`src/design/duc_pkg.sv`:
```
// Constants shared by the DAC update and test control block
package duc_pkg;
  // ----------------------------------------
  // Sizes
  // ----------------------------------------
  localparam int CHANNELS = 16;
  localparam int CODE_W = 12;
  localparam int GROUPS = 4;
  localparam int CTRL_W = 7;
  localparam int BUS_W = 16;
  localparam int CHAN_W = 4;
  localparam int BOARD_W = 11;
  // ----------------------------------------
  // Bus word fields
  // ----------------------------------------
  localparam int DEST_BIT = 15;
  localparam int CODE_LSB = 0;
  localparam int CTRL_LSB = 8;
  localparam int CHAN_LSB = 1;
  localparam int BOARD_LSB = 5;
  // ----------------------------------------
  // Control word bits (above CTRL_LSB)
  // ----------------------------------------
  localparam int CTL_UPDATE = 0;
  localparam int CTL_ISOLATE = 1;
  localparam int CTL_TEST_EN = 2;
  localparam int CTL_BUS_SEL = 3;
  localparam int CTL_FAIL = 4;
  localparam logic [CTRL_W-1:0] CTRL_RESET = 7'h00;
  // ----------------------------------------
  // Status word bits
  // ----------------------------------------
  localparam int ST_BUS_ACTIVE = 0;
  localparam int ST_TRIG_EN = 1;
  localparam int ST_TADDR_LSB = 4;
  // ----------------------------------------
  // Timing
  // ----------------------------------------
  localparam int CLK_PERIOD_PS = 5000;
  localparam int TRIG_LOW_NS = 150;
  localparam int TRIG_LOW_CYCLES = (TRIG_LOW_NS * 1000 + CLK_PERIOD_PS - 1) / CLK_PERIOD_PS;
  localparam int TRIG_CNT_W = 6;
endpackage : duc_pkg

```
`src/design/duc_dac_ctrl.sv`:
```
// DAC double-rank update and built-in test control
//
// Chosen here: the register offsets and the strobed register port.
`timescale 1ns/1ps
`default_nettype none

module duc_dac_ctrl (
  input wire logic clk,
  input wire logic resetn,
  input wire logic [15:0] addr,
  input wire logic [15:0] wdata,
  input wire logic wr,
  input wire logic rd,
  output logic [15:0] rdata,
  input wire logic [10:0] board_addr_sw,
  input wire logic [3:0] immediate_sel,
  input wire logic trigger_enable_sel,
  input wire logic external_update_strobe_n,
  input wire logic end_of_conversion,
  output logic [191:0] dac_code,
  output logic field_connect,
  output logic test_bus1_en,
  output logic test_bus2_en,
  output logic ground_sense_return,
  output logic [3:0] test_mux_sel,
  output logic fail_led
);

  // ----------------------------------------
  // Pin synchronisers
  // ----------------------------------------
  localparam int PIN_W = 18;
  localparam logic [PIN_W-1:0] PIN_IDLE = 18'h00002;

  logic [PIN_W-1:0] pin_meta;
  logic [PIN_W-1:0] pin_sync;
  logic eoc_q;

  always_ff @(posedge clk or negedge resetn) begin
    if (!resetn) begin
      pin_meta <= PIN_IDLE;
      pin_sync <= PIN_IDLE;
      eoc_q <= 1'b0;
    end else begin
      pin_meta <= {board_addr_sw, immediate_sel, trigger_enable_sel,
                   external_update_strobe_n, end_of_conversion};
      pin_sync <= pin_meta;
      eoc_q <= pin_sync[0];
    end
  end

  logic [10:0] sw_s;
  logic [3:0] imm_s;
  logic trig_en_s;
  logic strobe_n_s;
  logic eoc_s;

  assign sw_s = pin_sync[17:7];
  assign imm_s = pin_sync[6:3];
  assign trig_en_s = pin_sync[2];
  assign strobe_n_s = pin_sync[1];
  assign eoc_s = pin_sync[0];

  // ----------------------------------------
  // Bus decode
  // ----------------------------------------
  logic hit;
  logic chan_wr;
  logic ctl_wr;
  logic [3:0] chan;
  logic program_update;
  logic eoc_rise;

  assign hit = addr[15:duc_pkg::BOARD_LSB] == sw_s;
  assign chan = addr[duc_pkg::CHAN_LSB +: duc_pkg::CHAN_W];
  assign chan_wr = wr && hit && !wdata[duc_pkg::DEST_BIT];
  assign ctl_wr = wr && hit && wdata[duc_pkg::DEST_BIT];
  assign program_update = ctl_wr && wdata[duc_pkg::CTRL_LSB + duc_pkg::CTL_UPDATE];
  assign eoc_rise = eoc_s && !eoc_q;

  // ----------------------------------------
  // External trigger width filter
  // ----------------------------------------
  localparam logic [5:0] TRIG_FIRE_CNT = 6'(duc_pkg::TRIG_LOW_CYCLES - 1);

  logic [5:0] trig_cnt;
  logic [5:0] next_trig_cnt;
  logic trig_fire;

  // Fires once per low pulse; a glitch shorter than the minimum never reaches the firing count
  assign trig_fire = trig_en_s && !strobe_n_s && trig_cnt == TRIG_FIRE_CNT;

  always_comb begin
    next_trig_cnt = trig_cnt;
    if (strobe_n_s || !trig_en_s) begin
      next_trig_cnt = 6'h00;
    end else if (trig_cnt != 6'h3F && trig_cnt <= TRIG_FIRE_CNT) begin
      next_trig_cnt = trig_cnt + 6'h01;
    end
  end

  always_ff @(posedge clk or negedge resetn) begin
    if (!resetn) begin
      trig_cnt <= 6'h00;
    end else begin
      trig_cnt <= next_trig_cnt;
    end
  end

  logic delayed_update;

  assign delayed_update = program_update || trig_fire;

  // ----------------------------------------
  // Channel latch ranks
  // ----------------------------------------
  logic [11:0] rank1 [16];
  logic [11:0] rank2 [16];
  logic [11:0] next_rank1 [16];
  logic [11:0] next_rank2 [16];

  genvar i;
  generate
    for (i = 0; i < duc_pkg::CHANNELS; i++) begin : g_chan
      logic sel;
      logic immediate;

      assign sel = chan_wr && chan == 4'(i);
      assign immediate = imm_s[i / 4];

      always_comb begin
        next_rank1[i] = rank1[i];
        next_rank2[i] = rank2[i];
        if (sel) begin
          next_rank1[i] = wdata[duc_pkg::CODE_LSB +: duc_pkg::CODE_W];
        end
        if (immediate && sel) begin
          next_rank2[i] = wdata[duc_pkg::CODE_LSB +: duc_pkg::CODE_W];
        end else if (!immediate && delayed_update) begin
          next_rank2[i] = rank1[i];
        end
      end

      always_ff @(posedge clk or negedge resetn) begin
        if (!resetn) begin
          rank1[i] <= 12'h000;
          rank2[i] <= 12'h000;
        end else begin
          rank1[i] <= next_rank1[i];
          rank2[i] <= next_rank2[i];
        end
      end

      // Offset binary: code drives the converter untouched
      assign dac_code[i * 12 +: 12] = rank2[i];
    end
  endgenerate

  // ----------------------------------------
  // Control word and test routing
  // ----------------------------------------
  logic [6:0] ctrl;
  logic [6:0] next_ctrl;
  logic bus_active;
  logic next_bus_active;
  logic [3:0] next_mux_sel;
  logic [15:0] status;
  logic [15:0] next_rdata;

  always_comb begin
    next_ctrl = ctrl;
    next_mux_sel = test_mux_sel;
    next_bus_active = bus_active;
    if (ctl_wr) begin
      next_ctrl = wdata[duc_pkg::CTRL_LSB +: duc_pkg::CTRL_W];
      // Update is an action, not a setting
      next_ctrl[duc_pkg::CTL_UPDATE] = 1'b0;
    end
    if (chan_wr) begin
      next_mux_sel = chan;
    end
    // A channel write with CTL_TEST_EN set in the same cycle as end of conversion wins
    if (eoc_rise) begin
      next_bus_active = 1'b0;
    end
    if (chan_wr && ctrl[duc_pkg::CTL_TEST_EN]) begin
      next_bus_active = 1'b1;
    end
  end

  always_comb begin
    status = 16'h0000;
    status[duc_pkg::CTRL_LSB +: duc_pkg::CTRL_W] = ctrl;
    status[duc_pkg::ST_TADDR_LSB +: duc_pkg::CHAN_W] = test_mux_sel;
    status[duc_pkg::ST_TRIG_EN] = trig_en_s;
    status[duc_pkg::ST_BUS_ACTIVE] = bus_active;
    next_rdata = (rd && hit) ? status : 16'h0000;
  end

  always_ff @(posedge clk or negedge resetn) begin
    if (!resetn) begin
      ctrl <= duc_pkg::CTRL_RESET;
      bus_active <= 1'b0;
      test_mux_sel <= 4'h0;
      rdata <= 16'h0000;
      field_connect <= 1'b1;
      test_bus1_en <= 1'b0;
      test_bus2_en <= 1'b0;
      ground_sense_return <= 1'b0;
      fail_led <= 1'b0;
    end else begin
      ctrl <= next_ctrl;
      bus_active <= next_bus_active;
      test_mux_sel <= next_mux_sel;
      rdata <= next_rdata;
      field_connect <= !next_ctrl[duc_pkg::CTL_ISOLATE];
      test_bus1_en <= next_bus_active && !next_ctrl[duc_pkg::CTL_BUS_SEL];
      test_bus2_en <= next_bus_active && next_ctrl[duc_pkg::CTL_BUS_SEL];
      ground_sense_return <= next_bus_active && next_ctrl[duc_pkg::CTL_BUS_SEL];
      fail_led <= next_ctrl[duc_pkg::CTL_FAIL];
    end
  end

  logic [11:0] sel_rank2;
  logic [191:0] rank1_flat;

  assign sel_rank2 = rank2[chan];

  always_comb begin
    for (int k = 0; k < duc_pkg::CHANNELS; k++) begin
      rank1_flat[k * 12 +: 12] = rank1[k];
    end
  end
endmodule : duc_dac_ctrl

`default_nettype wire

```
`config.mk`:
```
export PLATFORM = sky130hd
export DESIGN_NAME = duc_dac_ctrl
export DESIGN_NICKNAME = d
export VERILOG_FILES = /design/src/design/duc_pkg.sv /design/src/design/duc_dac_ctrl.sv
export SDC_FILE = /design/constraint.sdc
export NUM_CORES = 1
export LEC_CHECK = 0
export BUFFER_PORTS_ARGS = -buffer_cell sky130_fd_sc_hd__buf_2
export CAP_MARGIN = 30
export CORE_UTILIZATION = 50
export CTS_CLUSTER_DIAMETER = 60
export DETAILED_ROUTE_END_ITERATION = 8
export GPL_TIMING_DRIVEN = 0
export MAX_ROUTING_LAYER = met4
export PLACE_DENSITY = 0.71
export SYNTH_ARGS = -nofsm -noshare
export SYNTH_HDL_FRONTEND = slang
export SYNTH_SLANG_ARGS = --single-unit
```
`constraint.sdc`:
```
create_clock -name clk -period 3.05 [get_ports clk]
set_input_delay 0.4575 -clock clk [delete_from_list [all_inputs] [get_ports clk]]
set_output_delay 0.4575 -clock clk [all_outputs]
set_load 0.005 [all_outputs]
```
; ---- Yosys cells after proc, flatten, opt, wreduce, memory -nomap -nowiden
; Index checks and enable logic that the tools add are counted.
; Widths: inputs -> output; s select.
[word_totals]
mem_count = 0
ramBits = 0
latchBits = 0
elab_cells = 181
mem_bits_ro = 0
in_bits = 54
reg_bits = 457
out_inout_bits = 217
[classes]
n_lt_le_gt_ge = 1
reduce_logical = 78
div = 0
add_sub_neg = 1
shift = 0
n_eq_ne = 18
muxes = 38
n_bitwise = 0
n_mul = 0
[op_table]
columns = cell, count
row1 = $mux 12, 32
row2 = $logic_and 1x1->1, 48
row3 = $reduce_bool 2->1, 17
row4 = $eq 4x4->1 const B, 8
row5 = $eq 4x3->1 const B, 4
row6 = $mux 15, 1
row7 = $mux 6, 2
row8 = $eq 11x11->1, 1
row9 = $logic_not 1->1, 10
row10 = $eq 4x2->1 const B, 2
row11 = $add 6x1->6 const B, 1
row12 = $eq 6x5->1 const B, 1
row13 = $le 6x5->1 const B, 1
row14 = $ne 6x6->1 const B, 1
row15 = $mux 5, 1
row16 = $eq 4x1->1 const B, 1
row17 = $logic_not 4->1, 1
row18 = $logic_or 1x1->1, 2
row19 = $mux 1, 2

; ---- Depth between registers and ports, before layout
; Gate-level depths: netlist of run 1.
[logic_depth]
depth_word = 8
mapped_depth = 10
depth_no_buf = 7

; ---- Worst setup path after synthesis of run 1
; No wires, ideal clock.
[synth_path]
kind = input port to flip-flop
start = in addr[5]
end = reg rank1[158] (netlist bit)
arrival_ns = 2.108
required_time_ns = 2.925
slack_ns = 0.817
path_buffers = 3
setup_time_ns = 0.125
stages = 8
path_cell_list = xnor2_1 > and4_1 > buf_2 > nand4_4 > buf_4 > nor3_2 > buf_4 > mux2_2
[synth_via]
elab_chain_len = 4
[synth_lines]
columns = element, line
row1 = start: declaration, duc_dac_ctrl.sv:10  ; input wire logic [15:0] addr,
row2 = $eq 11x11->1, duc_dac_ctrl.sv:74  ; assign hit = addr[15:duc_pkg::BOARD_LSB] == sw_s;
row3 = $logic_and 1x1->1 (2 in a row), duc_dac_ctrl.sv:76  ; assign chan_wr = wr && hit && !wdata[duc_pkg::DEST_BIT];
row4 = $logic_and 1x1->1, duc_dac_ctrl.sv:128  ; assign sel = chan_wr && chan == 4'(i);
row5 = end signal: indexed assignment, duc_dac_ctrl.sv:149  ; rank1[i] <= next_rank1[i];
row6 = end: declaration, duc_dac_ctrl.sv:117  ; logic [11:0] rank1 [16];
; Every way passes these cells.
; A chain may end at the register's enable or synchronous reset.

; ---- Final worst setup path of run 1
[layout_path]
start = reg pin_sync[10]
end = reg rank2, in the netlist dac_code[131]
[layout_via]
elab_chain_len = 7
word_cells_on_any_way = 11
classes_between = eq/ne: 1 / mux: 1 / reduce/logical: 9
[layout_lines]
columns = element, line
row1 = start: declaration, duc_dac_ctrl.sv:36  ; logic [PIN_W-1:0] pin_sync;
row2 = start signal: assignment, duc_dac_ctrl.sv:47  ; pin_sync <= pin_meta;
row3 = $eq 11x11->1 *, duc_dac_ctrl.sv:74
row4 = $logic_and 1x1->1 *, "duc_dac_ctrl.sv:76, duc_dac_ctrl.sv:77"
row5 = $logic_and 1x1->1, duc_dac_ctrl.sv:77  ; assign ctl_wr = wr && hit && wdata[duc_pkg::DEST_BIT];
row6 = $logic_and 1x1->1, duc_dac_ctrl.sv:78  ; assign program_update = ctl_wr && wdata[duc_pkg::CTRL_LSB + duc_pkg::CTL_UPDATE];
row7 = $logic_or 1x1->1, duc_dac_ctrl.sv:112  ; assign delayed_update = program_update || trig_fire;
row8 = $logic_and 1x1->1, duc_dac_ctrl.sv:139  ; end else if (!immediate && delayed_update) begin
row9 = $reduce_bool 2->1 (no line), n/a
row10 = end signal: indexed assignment, duc_dac_ctrl.sv:150  ; rank2[i] <= next_rank2[i];
row11 = end: declaration, duc_dac_ctrl.sv:118  ; logic [11:0] rank2 [16];
; Mark *: on every way between the ends. The rest lies on a longest branch, timed or not.

==> summary.md, run 1 <==
| Metric | Value |
|---|---|
| Static leakage | 11.47 nW |
| Post-placement setup slack | -231.2 ps |
| Portion of the post-synthesis area used by sequential elements | 0.5776 |
| Cell variety after synth | 62 |
| Largest cells by area after synthesis | dfrtp_1 (57%), mux2_2 (9.9%), nand3_1 (5.5%) |
| Cell area after synthesis | 19630 um^2 |
| Count of final hold-check violations | 0 |
| Clock Latency Late Sink | 590 ps |
| Required time of the worst setup path | 3550 ps |
| H-tree depth | 2 |
| Pre-Repair DR Iteration Count | 9 |
| Commonest non-fill, non-tap cell in the layout | dfrtp_1 |
| Average instance area after synthesis | 11.55 um^2 |
| Fraction of post-synthesis cell area in the top cell type by area | 0.5736 |
| Total power density per cell area | 542.8 nW/um^2 |
| Via count | 16708 |
| Placed wire-length estimate after detailed placement | 49620 um |
| Adder-cell share of the synthesized area | 0.001912 |
| Max capacitance violation total | 0 |
| Type of element capturing the critical path | flip-flop |
| CTS Root Cell | clkbuf_16 |
| Starting DRT DRC Count | 2037 |
| Largest family of logic cells by synthesized area | simple AND/OR/NAND/NOR gates |
| Number of warnings reported in the yosys synthesis log | 0 |
| Global-route usage over all layers | 0.3627 |
| Setup slack of the critical path after layout | 103.6 ps |
| Final number of max-transition violations | 0 |
| Vias per std cell | 6.411 |
| Max rail drop VDD | 599.0 uV |
| Vertical die dimension | 200.2 um |
| Type of the worst min-delay path | input port to flip-flop |
| Worst slew slack as a fraction of its limit | 0.2264 |
| Area fraction in compound gates after synthesis | 0.1166 |
| Fraction of synthesis flops using an asynchronous set or reset pin | 1.000 |
| Final WL | 70840 um |
| Portion of netlist area occupied by mux cells | 0.1175 |
| Portion of the clock cycle consumed by the worst path in the final layout | 0.9660 |
| Final antenna-violating net count | 0 |
| Worst-path clk slew | 60 ps |
| Worst setup path category | flip-flop to flip-flop |
| Mapped Cells | 1699 |
| Synthesis-to-finish area growth | 20.84% |
| Number of design rule violations left after detail routing | 0 |
| Wire length per cell after detailed routing | 27.18 um |
| Maximum clock path buffer count | 3 |
| Buffers added on ports | 263 |
| Die outline area | 40060 um^2 |
| Signal arrival time at the worst endpoint | 3440 ps |
| Area of the core | 38650 um^2 |
| Final core utilization | 0.6138 |
| # setup viols final | 0 |
| Largest area contributor in the netlist | dfrtp_1 |
| Num Clock Sinks | 453 |
| Antenna violations before repair | 4 |
| Unrepaired setup endpoints after global routing | no |
| Number of buffers added by the clock tree synthesis step | 48 |
| Max Clock Skew | 23.67 ps |
| Time the final worst path needs with I/O delays and setup | 2946 ps |
| Layout cell share with drive strength beyond 1 | 0.3028 |
| Via count of the first global-routing pass | 16434 |
| Width of the die | 200.2 um |
| Leading cell types in the layout, fill and taps excluded | dfrtp_1 (450), buf_2 (297), nand3_1 (216) |
| Post-Synth Simple-Gate Area | 0.1300 |
| Maximum fanout encountered on the critical timing path | 10 |
| Primary flip-flop cell chosen by synthesis mapping | dfrtp_1 |
| Maximum clock frequency | 339.4 MHz |
| Flip-flop and latch count after synthesis | 453 |
| Number of synthesized flops with an enable pin | 0 |
| Critical Path Start Type | flip-flop |
| Wire length of the first global-routing pass | 104500 um |
| Result of the run | completed |
| Largest net degree at the start of global routing | 129 |
| Fillers | 3177 |
| Xor and xnor area share after synthesis | 0.007457 |
| Last weighted congestion value of the routability-driven placer | 0.9582 |
| Std cell rows | 72 |
| Clock tree from TritonCTS | built |
| Initial standard-cell utilization of the core | 0.5080 |
| Number of I/O pins | 271 |
| Worst Tran Pin Value | 1160 ps |
| Gr ovfl total | 0 |
| Final-stage net count | 2104 |
## flip-flops by register name, summed over array words and instances, names as in the netlist, 4 cells and up
signal / cells
pin_meta: 18
ctrl: 6
rank1: 192
trig_cnt: 6
pin_sync: 18
rdata: 12
test_mux_sel: 4
dac_code: 192
## logic make-up after synthesis
family	after synthesis
XOR/XNOR	15
other	1
buffers and inverters	220
AO/OA/AOI/OAI	328
multiplexers	205
flip-flops	453
AND/OR/NAND/NOR	474
adder cells (fa/ha/maj)	3
## power breakdown
group / switching [W] / leakage [nW] / internal [W]
clock: 0.00248 / 0.813 / 0.00371
sequential: 0.0000196 / 6.24 / 0.00604
combinational: 0.000491 / 4.41 / 0.000135
total: 0.00299 / 11.5 / 0.00989
## stage by stage
step,cells,power [W],hold slack [ps],area [um^2],setup TNS [ps]
final,2606,0.01288,121.7,23720,0
after global routing,2605,0.01317,123.0,23720,0
after detailed placement,2491,0.006746,334.7,21770,-3041
after floorplan,1702,0.006366,161.9,19640,0
after global placement,2483,0.006716,331.6,21610,-3319340
after CTS,2597,0.01288,102.7,23630,0
## worst paths after layout
check,startpoint,endpoint,slack [ps],cells after the start
max,pin_sync[10],dac_code[131],100,8
max reg2reg,pin_sync[10],dac_code[131],100,8
min in group asynchronous,resetn,dac_code[137],470,2
min reg2reg,pin_meta[7],pin_sync[7],340,0
min,wdata[12],ctrl[4],120,2
max in group asynchronous,resetn,pin_sync[15],1420,3
## per-layer routing
layer	track usage	vias to the layer above	part of all wire
met5	-	-	0
met1	0.4641	8417	0.39
li1	-	6991	-
met2	0.5257	1091	0.45
met3	0.1014	209	0.12
met4	0.1898	0	0.051
## cell usage after synthesis (6+ instances only)
| cell type | count |
|---|---|
| o221ai_1 | 31 |
| o221a_2 | 15 |
| mux2_1 | 30 |
| clkbuf_1 | 124 |
| o22ai_2 | 6 |
| and4_1 | 8 |
| a221oi_1 | 10 |
| nor2_1 | 16 |
| o211ai_1 | 14 |
| o21ai_0 | 102 |
| a31oi_1 | 89 |
| nand2_1 | 25 |
| dfrtp_1 | 450 |
| xnor2_1 | 11 |
| inv_1 | 35 |
| a2bb2oi_1 | 6 |
| mux2_2 | 173 |
| a32oi_1 | 17 |
| buf_4 | 20 |
| a221o_1 | 12 |
| or3_1 | 18 |
| and3_1 | 16 |
| nor3_2 | 9 |
| nand3_1 | 216 |
| and2_1 | 15 |
| nand4_1 | 10 |
| nor3_1 | 119 |
| o21ai_1 | 6 |
| buf_2 | 34 |
## cell type report
| cell class | count | area (um^2) | share of cell area |
|---|---|---|---|
| Tap cell | 518 | 648.1 | 0.02732 |
| Antenna cell | 4 | 10.01 | 0.0004219 |
| Sequential cell | 453 | 11340 | 0.4780 |
| Inverter | 36 | 135.1 | 0.005696 |
| Clock buffer | 63 | 1349 | 0.05686 |
| Clock inverter | 24 | 316.6 | 0.01334 |
| Multi-Input combinational cell | 1029 | 7351 | 0.3099 |
| Buffer | 183 | 820.8 | 0.03460 |
| Timing Repair Buffer | 296 | 1753 | 0.07389 |
## critical path, stage by stage (launching register included)
cell and delay [ps]:
dfrtp_1 390, xnor2_2 240, and4_1 220, buf_2 200, and4_1 190, clkbuf_1 640
clkbuf_1 580, nand3_1 230, o211ai_1 140
## repair_timing
action,in CTS,in global routing
setup endpoints to repair,20,5
hold buffers,19,0
gates resized for setup,2,1
gates cloned,0,0
endpoints found under the hold margin,98,0
setup buffers,0,0
No activity file was read; power rests on OpenSTA's default activity.
==> run 2: changes to the inputs <==
--- a/config.mk
+++ b/config.mk
@@ -7,12 +7,12 @@
 export LEC_CHECK = 0
 export BUFFER_PORTS_ARGS = -buffer_cell sky130_fd_sc_hd__buf_2
 export CAP_MARGIN = 30
-export CORE_UTILIZATION = 50
+export CORE_ASPECT_RATIO = 2
+export CORE_UTILIZATION = 44
 export CTS_CLUSTER_DIAMETER = 60
 export DETAILED_ROUTE_END_ITERATION = 8
 export GPL_TIMING_DRIVEN = 0
 export MAX_ROUTING_LAYER = met4
-export PLACE_DENSITY = 0.71
 export SYNTH_ARGS = -nofsm -noshare
 export SYNTH_HDL_FRONTEND = slang
 export SYNTH_SLANG_ARGS = --single-unit
==> run 2 against run 1 <==
The flow now finishes with violations (negative hold slack). Maximum frequency is 1.1% lower. First-iteration DRC count fell by 32%. Wire length grew 6.6%. Critical path type unchanged. Highest routed layer unchanged.
==> summary.md, run 2 (same netlist as run 1, synthesis figures left out) <==
| Metric | Value |
|---|---|
| Result of the run | finished with violations |
| Violations in the final reports | negative hold slack |
| Wire length of the first global-routing pass | 110500 um |
| Time the final worst path needs with I/O delays and setup | 2979 ps |
| # setup viols final | 0 |
| Worst Tran Pin Value | 1040 ps |
| Total negative slack for setup checks | 0 ps |
| Vertical die dimension | 300.7 um |
| Placed wire-length estimate after detailed placement | 55340 um |
| CTS Root Cell | clkbuf_16 |
| Post-detailed-placement cell area | 21950 um^2 |
| Required time of the worst setup path | 3520 ps |
| Max capacitance violation total | 0 |
| Synthesis-to-finish area growth | 19.91% |
| Critical Path Start Type | flip-flop |
| Largest net degree at the start of global routing | 117 |
| Number of buffers added by the clock tree synthesis step | 42 |
| Pre-Repair DR Iteration Count | 5 |
| Vias per std cell | 6.282 |
| Maximum fanout encountered on the critical timing path | 10 |
| Filler-free cell count of the finished design | 2627 |
| Area of the core | 44050 um^2 |
| Unrepaired setup endpoints after global routing | no |
| Max Clock Skew | 21.84 ps |
| Final number of max-transition violations | 0 |
| Clock Latency Late Sink | 570 ps |
| Width of the die | 151.4 um |
| Worst hold-check slack | -50.02 ps |
| Die outline area | 45520 um^2 |
| Layout cell share with drive strength beyond 1 | 0.3003 |
| Logic pwr share | 0.053 |
| Clk network pwr share | 0.451 |
| Leading cell types in the layout, fill and taps excluded | dfrtp_1 (450), buf_2 (297), nand3_1 (216) |
| Worst slew slack as a fraction of its limit | 0.3066 |
| Proportion of power drawn by flip-flops and latches | 0.497 |
| Static leakage | 11.38 nW |
| Via count | 16504 |
| Via count of the first global-routing pass | 16685 |
| Std cell rows | 109 |
| Clock tree from TritonCTS | built |
| Type of the worst min-delay path | input port to async pin |
| Sw Ratio | 0.2396 |
| Count of final hold-check violations | 19 |
| Final WL | 75540 um |
| Num Clock Sinks | 453 |
| Final Cell Area | 23540 um^2 |
| Starting DRT DRC Count | 1385 |
| Worst-path clk slew | 70 ps |
| Last weighted congestion value of the routability-driven placer | 0.9575 |
| Maximum clock frequency | 335.6 MHz |
| Final-stage net count | 2097 |
| Post-CTS setup repair buffer count | 0 |
| Global-route usage over all layers | 0.3503 |
| Commonest non-fill, non-tap cell in the layout | dfrtp_1 |
| Total power density per cell area | 518.3 nW/um^2 |
| Maximum clock path buffer count | 3 |
| Internal power summed over all cells | 0.009276 W |
| Number of I/O pins | 271 |
| Initial standard-cell utilization of the core | 0.4457 |
| H-tree depth | 2 |
| Switching power | 0.002923 W |
| Inst Count DP | 2536 |
| Portion of the clock cycle consumed by the worst path in the final layout | 0.9769 |
| Number of design rule violations left after detail routing | 0 |
| Wire length per cell after detailed routing | 28.75 um |
| Max rail drop VDD | 429.4 uV |
| Type of element capturing the critical path | flip-flop |
| Buffers added on ports | 263 |
| Worst setup path category | flip-flop to flip-flop |
| Antenna violations before repair | 1 |
| Final antenna-violating net count | 0 |
| Signal arrival time at the worst endpoint | 3450 ps |
| Gr ovfl total | 0 |
-- run 2: through the flow --
step	total power, W	utilization	setup WS, ps
after floorplan	0.006366	-	816.9
after global placement	0.006740	0.4916	-7479
after detailed placement	0.006787	0.4982	-447.5
after CTS	0.01224	0.5341	0.1696
after global routing	0.01250	0.5344	13.44
final	0.01220	0.5344	70.56
-- run 2: final timing paths --
check,start,end,slack [ps],cells past startpoint
max,pin_sync[15],dac_code[115],70,7
min,resetn,dac_code[126],-50,1
max reg2reg,pin_sync[15],dac_code[115],70,7
min reg2reg,pin_meta[10],pin_sync[10],350,0
max in group asynchronous,resetn,pin_meta[2],1000,4
min in group clk,immediate_sel[0],pin_meta[3],10,1
-- run 2: timing repair --
item	CTS	global route
hold buffers	16	0
hold endpoints to repair	16	0
resized for setup	3	4
endpoints found under the setup margin	21	34
-- run 2: routing by layer --
layer / track usage / vias to the layer above / share of wire
met5: - / - / 0
met1: 0.4007 / 8387 / 0.36
met4: 0.2505 / 0 / 0.083
met3: 0.05409 / 287 / 0.072
li1: - / 6950 / -
met2: 0.5543 / 880 / 0.49
-- run 2: layout make-up --
type / count / area, um^2
antenna: 1 / 2.502
buffer: 182 / 820.8
clock buffer: 60 / 1199
clock inverter: 15 / 211.5
fill: 4063 / 20510
inverter: 36 / 135.1
multi-input combinational: 1029 / 7360
sequential: 453 / 11340
tap: 555 / 694.4
timing repair buffer: 296 / 1778
-- run 2: worst max-delay path, cell delays in order (launching register included) --
cell,delay (ps)
dfrtp_1,390
xnor2_2,270
nand4_1,290
nor4_4,650
buf_2,400
buf_1,570
nand3_1,150
o211ai_1,140
-- run 2: power by group through the flow --
stage,Combinational [W],Clock [W],Sequential [W]
after floorplan,0.000201,0,0.00617
after global placement,0.000566,0,0.00617
after detailed placement,0.000614,0,0.00617
after CTS,0.000633,0.00555,0.00606
after global routing,0.000677,0.00577,0.00606
final,0.000642,0.00550,0.00606
==> run 3: changes to the inputs <==
--- a/config.mk
+++ b/config.mk
@@ -13,6 +13,7 @@
 export DETAILED_ROUTE_END_ITERATION = 8
 export GPL_TIMING_DRIVEN = 0
 export MAX_ROUTING_LAYER = met4
+export PLACE_DENSITY = 0.63
 export SYNTH_ARGS = -nofsm -noshare
 export SYNTH_HDL_FRONTEND = slang
 export SYNTH_SLANG_ARGS = --single-unit
==> constraint.sdc (replaced) <==
create_clock -name clk -period 3.05 [get_ports clk]
set_input_delay 0.305 -clock clk [delete_from_list [all_inputs] [get_ports clk]]
set_output_delay 0.305 -clock clk [all_outputs]
set_load 0.005 [all_outputs]
==> run 3 against run 2 <==
The run now ends clean. Combinational power about the same. Via count increased by 0.10%. Critical endpoint is now dac_code[77]. Clock power increased by 3%. Register-to-register slack got worse by 50 ps. Largest power group unchanged. Setup slack got worse by 46 ps. Final cell count about the same. Total power increased by 1.5%. Non-clock buffer count increased by 2. Global-route usage decreased by 0.064 points. Critical path depth increased by 1.
==> summary.md, run 3 (same netlist as run 1, synthesis figures left out) <==
| Metric | Value |
|---|---|
| Final-stage net count | 2098 |
| Most common cell on crit path | buf_2 |
| Total negative slack for setup checks | 0 ps |
| Commonest non-fill, non-tap cell in the layout | dfrtp_1 |
| Layout cell share with drive strength beyond 1 | 0.2983 |
| Gr ovfl total | 0 |
| Footprint of the flip-flops and latches | 11340 um^2 |
| Die outline area | 45520 um^2 |
| Setup slack of the critical path after layout | 24.42 ps |
| Result of the run | completed |
| Worst Tran Pin Value | 1109 ps |
| Overall power after layout | 0.01238 W |
| Type of element capturing the critical path | flip-flop |
| Signal arrival time at the worst endpoint | 3460 ps |
| H-tree depth | 2 |
| Time the final worst path needs with I/O delays and setup | 3026 ps |
| Pre-Repair DR Iteration Count | 5 |
| Vias per std cell | 6.287 |
| Static leakage | 11.40 nW |
| Num Clock Sinks | 453 |
| Maximum clock path buffer count | 3 |
| Fillers | 3919 |
| Area of the core | 44050 um^2 |
| Clk network pwr share | 0.459 |
| Final core utilization | 0.5356 |
| Max rail drop VDD | 473.6 uV |
| Final WL | 75880 um |
| Clock tree from TritonCTS | built |
| Number of design rule violations left after detail routing | 0 |
| Wire length per cell after detailed routing | 28.87 um |
| Via count | 16521 |
| Synthesis-to-finish area growth | 20.19% |
| Portion of the clock cycle consumed by the worst path in the final layout | 0.9920 |
| Clock Latency Late Sink | 570 ps |
| Maximum clock frequency | 330.5 MHz |
| Final number of max-transition violations | 0 |
| Placed wire-length estimate after detailed placement | 55230 um |
| Internal power summed over all cells | 0.009455 W |
| Worst-path clk slew | 70 ps |
| Logic pwr share | 0.052 |
| Cell family with most CP delay | buffers and inverters |
| Maximum fanout encountered on the critical timing path | 10 |
| Worst setup path category | flip-flop to flip-flop |
| Worst slew slack as a fraction of its limit | 0.2608 |
| Final Cell Area | 23600 um^2 |
| Maximum single-stage delay on the critical path | 570 ps |
| Buffers added on ports | 263 |
| Type of the worst min-delay path | input port to flip-flop |
| Via count of the first global-routing pass | 16735 |
| Cell-by-cell trace of the critical path | nand2b_1, or4_1, o41a_1, buf_2, buf_2, clkbuf_1, nor3_1, a221oi_1 |
| Critical Path Start Type | flip-flop |
| # setup viols final | 0 |
| Unrepaired setup endpoints after global routing | no |
| Global-route usage over all layers | 0.3497 |
| Multi-input gate area in the final layout | 7360 um^2 |
| Max capacitance violation total | 0 |
| Proportion of power drawn by flip-flops and latches | 0.489 |
| Sw Ratio | 0.2362 |
| Switching power | 0.002924 W |
| Buffers & Inverters on Critical Path | 3 |
| Post-placement setup slack | -240.4 ps |
| Antenna violations before repair | 2 |
| Initial standard-cell utilization of the core | 0.4457 |
| Number of buffers added by the clock tree synthesis step | 41 |
| Required time of the worst setup path | 3490 ps |
| Starting DRT DRC Count | 1477 |
| Leading cell types in the layout, fill and taps excluded | dfrtp_1 (450), buf_2 (297), nand3_1 (216) |
| Highest-delay cell along the critical path | clkbuf_1 |
| CTS Root Cell | clkbuf_16 |
| Max Clock Skew | 20.66 ps |
| Final antenna-violating net count | 0 |
| Total power density per cell area | 524.6 nW/um^2 |
| Largest net degree at the start of global routing | 123 |
| Post-detailed-placement cell area | 21920 um^2 |
| Number of I/O pins | 271 |
| Count of final hold-check violations | 0 |
| Wire length of the first global-routing pass | 110300 um |
| Vertical die dimension | 300.7 um |
| Std cell rows | 109 |
| Width of the die | 151.4 um |
| Last weighted congestion value of the routability-driven placer | 0.9714 |
-- run 3: cell count changes in the layout (fill, tap and decap cells not counted), sizes merged --
cell         previous run  this run
clkinv                  8         4
clkinvlp                1         2
clkbuf                182       181
inv                    38        39
buf                   340       336
bufinv                  4         6
dlygate4sd3            16        22
-- run 3: area by class of cell --
| cell class | instances | area share |
|---|---|---|
| sequential | 453 | 0.4806 |
| timing repair buffer | 299 | 0.07615 |
| inverter | 36 | 0.005727 |
| clock inverter | 15 | 0.01039 |
| buffer | 181 | 0.03457 |
| tap | 555 | 0.02943 |
| multi-input combinational | 1029 | 0.3119 |
| clock buffer | 59 | 0.05112 |
| antenna | 1 | 0.0001061 |
-- run 3: power by group through the flow --
stage          clock network, W  logic [W]  registers (W)
3_3_place_gp                  0   0.000564        0.00617
4_1_cts                 0.00572   0.000633        0.00606
2_1_floorplan                 0   0.000201        0.00617
6_report                0.00568   0.000644        0.00606
5_1_grt                 0.00597   0.000678        0.00606
3_5_place_dp                  0   0.000608        0.00617
-- run 3: layer usage --
layer,up-vias,share of wire,global-route usage
met5,-,0,-
met1,8336,0.36,0.4117
met3,303,0.071,0.04258
met4,0,0.085,0.2507
li1,6950,-,-
met2,932,0.48,0.5485
-- run 3: per-stage QoR --
stage | cells | hold slack (ps)
floorplan | 1702 | 9.409
finish | 2628 | 84.91
detailed placement | 2534 | 337.9
global placement | 2520 | 332.8
global route | 2628 | 78.67
CTS | 2630 | 66.72
-- run 3: what timing repair did --
item,CTS,global route
hold buffers,22,0
endpoints found under the setup margin,17,30
gates resized for setup,2,5
hold endpoints to repair,117,0
setup buffers,0,0
-- run 3: final timing paths --
path / startpoint / to / slack (ps) / cells after the start
max: pin_sync[1] / dac_code[77] / 20 / 8
min: wdata[7] / dac_code[31] / 80 / 2
max reg2reg: pin_sync[1] / dac_code[77] / 20 / 8
min reg2reg: pin_meta[16] / pin_sync[16] / 350 / 0
max in group asynchronous: resetn / trig_cnt[1] / 1030 / 4
min in group asynchronous: resetn / dac_code[125] / 330 / 2
